File: config.mk
export PLATFORM = sky130hd
export DESIGN_NAME = mem_port
export DESIGN_NICKNAME = d
export VERILOG_FILES = /design/src/pin_sync3.v /design/src/mem_port.v
export VERILOG_INCLUDE_DIRS = /design/src /design/src/src
export SDC_FILE = /design/constraint.sdc
export NUM_CORES = 1
export LEC_CHECK = 0
export BUFFER_PORTS_ARGS = -buffer_cell sky130_fd_sc_hd__buf_4
export CORE_MARGIN = 2
export CORE_UTILIZATION = 38
export DETAILED_ROUTE_END_ITERATION = 10
export PLACE_DENSITY_LB_ADDON = 0.08
export SYNTH_ARGS = -nofsm -noshare
export SYNTH_HDL_FRONTEND = slang
export SYNTH_HIERARCHICAL = 1
export SYNTH_SLANG_ARGS = --single-unit
File: constraint.sdc
create_clock -name i_clk -period 4.7 [get_ports i_clk]
set_clock_uncertainty 0.05 [all_clocks]
set_input_delay 1.41 -clock i_clk [delete_from_list [all_inputs] [get_ports i_clk]]
set_output_delay 1.41 -clock i_clk [all_outputs]
set_load 0.005 [all_outputs]
File: src/mem_port_defines.vh
// timing counts, field positions and reset values for the memory port block
`ifndef MEM_PORT_DEFINES_VH
`define MEM_PORT_DEFINES_VH
`define CLK_PERIOD_NS 25
`define ADDR_W 16
`define DATA_W 17
`define UPPER_HI 15
`define UPPER_LO 13
`define UPPER_W 3
`define REL_WIDTH_NS 260
`define REL_WIDTH_CYC ((`REL_WIDTH_NS + `CLK_PERIOD_NS - 1) / `CLK_PERIOD_NS)
`define AH_FALL_NS 70
`define AH_FALL_CYC (`AH_FALL_NS / `CLK_PERIOD_NS)
`define RST_GAP_NS 100
`define RST_GAP_CYC ((`RST_GAP_NS + `CLK_PERIOD_NS - 1) / `CLK_PERIOD_NS)
`define CORE_CYC 8
`define ADP_RD_PERIODS 4'd4
`define ADP_WR_PERIODS 4'd2
// last counter values, sized for the 4-bit counters: 11 release cycles, 8 core cycles, 5 gap cycles
`define REL_LAST_CNT 4'd10
`define CORE_LAST_CNT 4'd7
`define RST_GAP_CNT 4'd5
`define RDATA_RST 17'h00000
`endif

File: src/pin_sync3.v
// three-stage synchroniser for inputs from outside the clock domain
`timescale 1ns/1ps
`default_nettype none
module pin_sync3 #(
   parameter W = 1
) (
   input wire i_clk,
   input wire i_sys_rst,
   input wire [W-1:0] i_async,
   output reg [W-1:0] o_sync,
   output wire [W-1:0] o_rise
);
   reg [W-1:0] s1_q;
   reg [W-1:0] s2_q;
   reg [W-1:0] s3_q;
   integer k;
   always @(posedge i_clk) begin
      if (i_sys_rst) begin
         s1_q <= {W{1'b0}};
         s2_q <= {W{1'b0}};
         s3_q <= {W{1'b0}};
         o_sync <= {W{1'b0}};
      end else begin
         s1_q <= i_async;
         s2_q <= s1_q;
         s3_q <= s2_q;
         // a change counts once the last two stages agree
         for (k = 0; k < W; k = k + 1) begin
            if (s2_q[k] == s3_q[k]) begin
               o_sync[k] <= s3_q[k];
            end
         end
      end
   end
   assign o_rise = (s2_q & s3_q) & ~o_sync;
endmodule
`default_nettype wire

File: src/mem_port.v
// memory port responder: address present, request release, read data, resets
`timescale 1ns/1ps
`include "mem_port_defines.vh"
`default_nettype none
module mem_port (
   input wire i_clk,
   input wire i_sys_rst,
   input wire i_phase_a_clock,
   input wire i_mem_request,
   input wire [`ADDR_W-1:0] i_addr_lines,
   input wire i_read_select,
   input wire [`DATA_W-1:0] i_write_data_lines,
   input wire [`UPPER_W-1:0] i_start_switches,
   input wire [`UPPER_W-1:0] i_bank_limit,
   input wire i_port_disable,
   input wire i_adaptor_mode,
   input wire i_other_busy,
   input wire i_reset_button,
   output wire o_address_present_n,
   output reg o_request_release,
   output reg [`DATA_W-1:0] o_read_data_lines,
   output reg o_early_reset,
   output reg o_system_reset_line,
   output reg [`DATA_W-1:0] o_last_write_word
);
   localparam S_IDLE = 3'h0;
   localparam S_WAIT = 3'h1;
   localparam S_DELAY = 3'h2;
   localparam S_REL = 3'h3;
   localparam S_CYCLE = 3'h4;
   localparam S_DONE = 3'h5;

   wire [1:0] sync_lvl;
   wire [1:0] sync_rise;
   wire req_s = sync_lvl[0];
   wire clk_a_rise = sync_rise[1];

   pin_sync3 #(.W(2)) u_sync (
      .i_clk(i_clk),
      .i_sys_rst(i_sys_rst),
      .i_async({i_phase_a_clock, i_mem_request}),
      .o_sync(sync_lvl),
      .o_rise(sync_rise)
   );

   reg [2:0] state_q;
   reg [2:0] state_d;
   reg [3:0] cnt_q;
   reg [3:0] cnt_d;
   reg rd_q;
   reg [`ADDR_W-1:0] addr_q;
   reg [`DATA_W-1:0] mem_q [0:7];
   reg [2:0] idx_q;
   reg ah_seen_q;
   reg rst_hold_q;
   reg [3:0] rst_cnt_q;

   wire [`UPPER_W-1:0] upper = i_addr_lines[`UPPER_HI:`UPPER_LO];
   // window of existent banks above the starting switches
   wire in_range = (upper >= i_start_switches) && (upper <= i_bank_limit);
   wire exists = i_adaptor_mode ? (upper >= i_start_switches) : in_range;
   // combinational so it drops with the request well inside 70 ns
   wire ah = i_mem_request && exists && !i_port_disable;
   assign o_address_present_n = ~ah;
   wire adp_exists = (i_addr_lines[2:0] != 3'h7);

   always @* begin
      state_d = state_q;
      cnt_d = cnt_q;
      case (state_q)
         S_IDLE: begin
            if (req_s && ah) begin
               state_d = S_WAIT;
            end
         end
         S_WAIT: begin
            if (!ah) begin
               state_d = S_IDLE;
            end else if (!i_other_busy && clk_a_rise) begin
               state_d = i_adaptor_mode ? S_DELAY : S_REL;
               if (!i_adaptor_mode) begin
                  cnt_d = 4'h0;
               end else if (i_read_select) begin
                  cnt_d = `ADP_RD_PERIODS;
               end else begin
                  cnt_d = `ADP_WR_PERIODS;
               end
            end
         end
         S_DELAY: begin
            if (clk_a_rise) begin
               if (cnt_q <= 4'h1) begin
                  state_d = S_REL;
                  cnt_d = 4'h0;
               end else begin
                  cnt_d = cnt_q - 4'h1;
               end
            end
         end
         S_REL: begin
            cnt_d = cnt_q + 4'h1;
            if (cnt_q == `REL_LAST_CNT) begin
               state_d = S_CYCLE;
               cnt_d = 4'h0;
            end
         end
         S_CYCLE: begin
            cnt_d = cnt_q + 4'h1;
            if (cnt_q == `CORE_LAST_CNT) begin
               state_d = S_DONE;
            end
         end
         S_DONE: begin
            if (!req_s) begin
               state_d = S_IDLE;
            end
         end
         default: begin
            state_d = S_IDLE;
            cnt_d = 4'h0;
         end
      endcase
   end

   always @(posedge i_clk) begin
      if (i_sys_rst) begin
         state_q <= S_IDLE;
         cnt_q <= 4'h0;
         rd_q <= 1'b0;
         addr_q <= {`ADDR_W{1'b0}};
         idx_q <= 3'h0;
         ah_seen_q <= 1'b0;
         o_request_release <= 1'b0;
         o_read_data_lines <= `RDATA_RST;
         o_last_write_word <= `RDATA_RST;
      end else begin
         state_q <= state_d;
         cnt_q <= cnt_d;
         o_request_release <= (state_d == S_REL);
         if (state_q == S_IDLE && state_d == S_WAIT) begin
            ah_seen_q <= 1'b1;
         end
         // latch request at release; adp_exists still decodes the live address lines during the core cycle
         if (state_q != S_REL && state_d == S_REL && ah_seen_q) begin
            rd_q <= i_read_select;
            addr_q <= i_addr_lines;
            idx_q <= i_addr_lines[2:0];
            if (!i_read_select) begin
               mem_q[i_addr_lines[2:0]] <= i_write_data_lines;
               o_last_write_word <= i_write_data_lines;
            end
         end
         if (state_q == S_CYCLE && cnt_q == 4'h1 && rd_q) begin
            if (i_adaptor_mode && !adp_exists) begin
               o_read_data_lines <= {`DATA_W{1'b0}};
            end else begin
               o_read_data_lines <= mem_q[idx_q];
            end
         end
         if (state_q == S_CYCLE && state_d == S_DONE) begin
            o_read_data_lines <= `RDATA_RST;
            ah_seen_q <= 1'b0;
         end
      end
   end

   // resets: rise together, system reset released a gap after early reset
   always @(posedge i_clk) begin
      if (i_sys_rst) begin
         rst_hold_q <= 1'b1;
         rst_cnt_q <= 4'h0;
         o_early_reset <= 1'b1;
         o_system_reset_line <= 1'b1;
      end else begin
         rst_hold_q <= i_reset_button;
         o_early_reset <= rst_hold_q;
         if (rst_hold_q) begin
            o_system_reset_line <= 1'b1;
            rst_cnt_q <= 4'h0;
         end else if (o_system_reset_line) begin
            if (rst_cnt_q == `RST_GAP_CNT) begin
               o_system_reset_line <= 1'b0;
            end else begin
               rst_cnt_q <= rst_cnt_q + 4'h1;
            end
         end
      end
   end
endmodule
`default_nettype wire

==> run metrics, run 1 <==
CTS tree=done; HP Start=u_sync/s1_q[0]$_SDFF_PP0_; Max stage delay on crit path=0.38 ns; HP Class=register to register; H-tree Lvls=1; slowest cell on the critical path=o311ai_2; initial core utilization=38.7%; CP Capture Type=primary output; Final ANT Viol Nets=0; Placeable Area=0.0210 mm²; Vias=4,654; CTS Buffer Depth=3; clk sinks=201; cts hold-fix bufs=0; CP Data Required Time=3.24 ns; FF+latch area=0.00539 mm²; Vias/cell=5.08; critical-path maximum fanout=5; Reg clk slew, reported paths=0.06 ns; clock latency on the worst-skew pair=0.49 ns; Setup CP Type=input port to primary output; Tot GR Track Use=15.7%; GPL Wtd Cong=0.782; Final Hold Viols=0; crit-path cells=buf_4, ha_1, nand3_1, o31ai_4, o311ai_2, buf_4; area of the multi-input gates=0.00258 mm²; Cells after Synth=537; leakage power=3.42 nW; CP arrival=2.62 ns; Post-Syn Area per Cell=15.2 µm²; DRC viols=0; Worst slew margin=37.9%; Setup Fix Bufs, Post-CTS=0; area delta synth->final=21.3%; setup tns final=0 ns; DRT Wirelength=17,100 µm; n_diodes=0; num ports=86; layout cells sized above 1=27.3%; Post-layout nets=688; number of global-route vias before repair=4,827; largest net degree at the start of global routing=63; Worst-Margin Slew=0.931 ns; IO buf count=75; max-cap violations=0; WL/cell=18.6 µm; Resize count post-CTS=0; fin crit period=4.08 ns; power density of the placed cells=385 mW/mm²; DP Wirelength=10,700 µm; Hold Crit Endpoint=u_sync/s2_q[0]$_SDFF_PP0_; FMAX=245 MHz; total die area=0.0226 mm²; Total Power=0.00380 W; Max Slew Vio Count=0; clock root buffer=clkbuf_16; status=finished, final reports clean; first-pass GRT wire length=26,800 µm; initial antenna violation count=0; First-pass DRT Iterations=5; R2R Setup Slk=1.70 ns; Synth Warn #=6; Starting DRT DRC Count=262; R2R Path End=mem_q[6][13]$_DFFE_PP_; post-synthesis instance area=0.00814 mm²; post-synthesis net count=599; crit start category=input port; CTS buffer count=22; Die X=150 µm; FF-to-FF path depth=7; Row Count=53; total congestion overflow=0; final period utilization=86.8%; critical path's most frequent cell=buf_4; fillcell total=1,819; Die H=150 µm; # setup viols final=0; hold path cells=1; worst vdd ir=0.183 mV; Critical R2R Launch=state_q[2]$_SDFF_PP0_; unrepaired setup endpoints after global routing=false
[layout make-up]
class,instances,area share [%]
Clock buffer,34,6.89
Clock inverter,6,1.06
Inverter,12,0.456
Multi-Input combinational cell,297,26.2
Sequential cell,201,54.6
Tap cell,275,3.48
Timing Repair Buffer,92,7.37
[stage by stage]
step	std cells	instance area (µm²)	hold WS (ns)	utilization, %	setup WS (ns)
after floorplan	537	8140	0.364	-	0.643
after global placement	877	9090	0.380	43.2	0.501
after detailed placement	877	9090	0.370	43.2	0.464
after CTS	917	9880	0.384	47.0	0.611
after global routing	917	9880	0.413	47.0	0.519
final	917	9880	0.382	47.0	0.622
[placed cells by master (no fill, tap or decap), types with 4 or more instances in the layout]
cell type    n
edfxtp_1   136
buf_4       89
dfxtp_1     63
nor2_1      52
nand2b_1    46
mux2i_1     40
mux4_2      34
a21oi_1     25
clkbuf_16   23
ha_1        14
inv_1       12
nor2b_1     11
nand2_1      9
nand3_1      7
o21ai_0      7
clkbuf_8     6
nand3b_1     5
and4b_1      5
clkbuf_1     4
[flip-flops by register name, summed over array words and instances (netlist names), 2 cells and up, named ones only]
signal             flops
cnt_q                  4
idx_q                  3
mem_q                136
o_last_write_word     17
o_read_data_lines     17
rst_cnt_q              4
state_q                3
u_sync/o_sync          2
u_sync/s1_q            2
u_sync/s2_q            2
u_sync/s3_q            2
[worst max-delay path: cells and delay by family]
family	cells	cell delay, ns
AND/OR/NAND/NOR	1	0.13
buffers and inverters	2	0.32
adder cells (fa/ha/maj)	1	0.30
AO/OA/AOI/OAI	2	0.46
[worst max-delay path by stage]
stage                                         to        startpoint  slack (ns)  cells past startpoint
final                        o_address_present_n  i_addr_lines[14]        0.62                      6
after detailed placement  mem_q[6][12]$_DFFE_PP_  i_addr_lines[14]        0.46                      9
after global routing         o_address_present_n  i_addr_lines[14]        0.52                      6
after CTS                    o_address_present_n  i_addr_lines[14]        0.61                      6
after global placement    mem_q[6][12]$_DFFE_PP_  i_addr_lines[14]        0.50                      9
after floorplan            mem_q[7][0]$_DFFE_PP_   i_bank_limit[1]        0.64                      9
[layer usage]
layer  routed length, µm  global-route usage (%)  up-vias  share of wire [%]
met1                7490                    21.0     2317                 44
met5                   0                       0        -                  0
met3                 839                    2.88       32                4.9
li1                    -                       -     2196                  -
met2                8260                    26.3      109                 48
met4                 464                    4.58        0                2.7
[power breakdown]
| part | switching, W | internal [W] | leakage, nW | total, W |
|---|---|---|---|---|
| sequential | 0.00000185 | 0.00189 | 1.75 | 0.00189 |
| combinational | 0.0000486 | 0.0000418 | 1.28 | 0.0000905 |
| clock | 0.000661 | 0.00116 | 0.390 | 0.00182 |
| total | 0.000711 | 0.00309 | 3.42 | 0.00380 |
No activity file was read; power rests on OpenSTA's default activity.
==> run 2: changes to the inputs <==
--- a/config.mk
+++ b/config.mk
@@ -8,9 +8,9 @@
 export LEC_CHECK = 0
 export BUFFER_PORTS_ARGS = -buffer_cell sky130_fd_sc_hd__buf_4
 export CORE_MARGIN = 2
-export CORE_UTILIZATION = 38
+export CORE_UTILIZATION = 50
 export DETAILED_ROUTE_END_ITERATION = 10
-export PLACE_DENSITY_LB_ADDON = 0.08
+export PLACE_DENSITY_LB_ADDON = 0.12
 export SYNTH_ARGS = -nofsm -noshare
 export SYNTH_HDL_FRONTEND = slang
 export SYNTH_HIERARCHICAL = 1
==> run 2 against run 1 <==
Via count up 0.97%. Sequential share of layout area increased by 0.38 points. Design area down 0.68%. Maximum frequency decreased by 1.6%. Setup slack worse by 0.065 ns. Power shrank 1.9%. Cell count is 6.8% lower. Critical path depth is the same. First-iteration DRC count is 33% higher. Hold slack improved by 0.014 ns. Critical endpoint unchanged. Largest cell class unchanged.
==> run metrics, run 2 (synthesis results as in run 1) <==
Setup WS post-layout=0.557 ns; IO buf count=75; total congestion overflow=0; clock latency on the worst-skew pair=0.49 ns; Setup Fix Bufs, Post-CTS=0; HP Class=register to register; FF+latch area=0.00539 mm²; most common cell after layout, fill and taps aside=edfxtp_1; layout cells sized above 1=26.3%; WL/cell=19.3 µm; non-filler cells, final=855; CTS tree=done; clock root buffer=clkbuf_16; clk sinks=201; CP arrival=2.68 ns; area delta synth->final=20.4%; cts hold-fix bufs=0; Setup crit end=o_address_present_n; Die H=132 µm; CP Capture Type=primary output; leakage power=3.40 nW; crit start category=input port; Sw Share=18.6%; Max Slew Vio Count=0; FMAX=241 MHz; Critical R2R Launch=state_q[2]$_SDFF_PP0_; Crit. Startpoint=i_addr_lines[14]; GPL Wtd Cong=0.821; initial core utilization=51.3%; FF-to-FF path depth=7; Final ANT Viol Nets=0; pre-CTS setup slack=0.445 ns; fillcell total=1,228; final instance area=0.00981 mm²; Reg clk slew, reported paths=0.06 ns; Resize count post-CTS=0; Worst-Margin Slew=0.990 ns; setup tns final=0 ns; max reg flops=136; num ports=86; Die X=132 µm; power density of the placed cells=380 mW/mm²; internal power=0.00304 W; # setup viols final=0; dpl cell area=0.00906 mm²; Worst slew margin=34.0%; Tot GR Track Use=19.5%; combinational share of power=2.4%; most frequent cells in the layout=136 x edfxtp_1, 81 x buf_4, 63 x dfxtp_1; max-cap violations=0; R2R Setup Slk=1.82 ns; n_diodes=0; initial antenna violation count=0; status=finished, final reports clean; switching power=0.000692 W; CP Data Required Time=3.24 ns; Starting DRT DRC Count=348; R2R Path End=mem_q[3][7]$_DFFE_PP_; total die area=0.0173 mm²; number of global-route vias before repair=4,897; Total Power=0.00373 W; CTS Buffer Depth=3; Placeable Area=0.0159 mm²; critical-path maximum fanout=5; Vias=4,699; DRT Wirelength=16,500 µm; Row Count=46; largest net degree at the start of global routing=63; Inst Count DP=815; area of the multi-input gates=0.00258 mm²; H-tree Lvls=1; DP Wirelength=9960 µm; first-pass GRT wire length=26,600 µm; CTS buffer count=22; final period utilization=88.1%; First-pass DRT Iterations=4; Final Hold Viols=0; unrepaired setup endpoints after global routing=false; Setup CP Type=input port to primary output; Seq pwr share=50.7%; DRC viols=0; Vias/cell=5.50; Post-layout nets=685; worst vdd ir=0.285 mV; power share of the clock group=46.9%; fin crit period=4.14 ns
[run 2: cell count changes in the layout (fill, tap and decap cells not counted), sizes merged]
| cell | before | now |
|---|---|---|
| buf | 92 | 89 |
| clkbuf | 34 | 32 |
| clkinv | 3 | 5 |
[run 2: worst min path at each step]
stage	slack [ns]	startpoint	end	cells after the start
2_1_floorplan	0.36	u_sync/s1_q[0]$_SDFF_PP0_	u_sync/s2_q[0]$_SDFF_PP0_	1
3_3_place_gp	0.39	u_sync/s1_q[0]$_SDFF_PP0_	u_sync/s2_q[0]$_SDFF_PP0_	1
3_5_place_dp	0.39	u_sync/s1_q[1]$_SDFF_PP0_	u_sync/s2_q[1]$_SDFF_PP0_	1
4_1_cts	0.40	u_sync/s1_q[0]$_SDFF_PP0_	u_sync/s2_q[0]$_SDFF_PP0_	1
5_1_grt	0.43	u_sync/s1_q[0]$_SDFF_PP0_	u_sync/s2_q[0]$_SDFF_PP0_	1
6_report	0.40	u_sync/s1_q[0]$_SDFF_PP0_	u_sync/s2_q[0]$_SDFF_PP0_	1
[run 2: power by group through the flow]
stage	combinational, W	sequential [W]	clock (W)
2_1_floorplan	0.0000384	0.00193	0
3_3_place_gp	0.0000879	0.00193	0
3_5_place_dp	0.0000922	0.00193	0
4_1_cts	0.0000925	0.00189	0.00179
5_1_grt	0.000102	0.00189	0.00187
6_report	0.0000908	0.00189	0.00175
[run 2: layout make-up]
class	instances	area share, %
flip-flops and latches	201	54.9
multi-input cells	297	26.4
repair buffers	89	7.83
clock buffers	32	6.52
well taps	216	2.76
clock inverters	8	1.15
inverters	12	0.459
[run 2: through the flow]
| step | util [%] | hold WS (ns) |
|---|---|---|
| floorplan | - | 0.364 |
| global placement | 57.0 | 0.386 |
| detailed placement | 57.0 | 0.385 |
| CTS | 61.7 | 0.400 |
| global route | 61.7 | 0.431 |
| finish | 61.7 | 0.396 |
[run 2: metal layers]
metal	vias to the layer above	part of all wire [%]	global-route usage, %
li1	2178	-	-
met1	2408	44	26.3
met2	100	50	33.2
met3	13	5.3	3.47
met4	0	0.81	4.23
met5	-	0	0
[run 2: critical path, cell delays in order]
cell and delay, ns:
buf_4 0.12, ha_1 0.31, nand3_1 0.13, o31ai_4 0.09, o311ai_2 0.43, buf_4 0.20
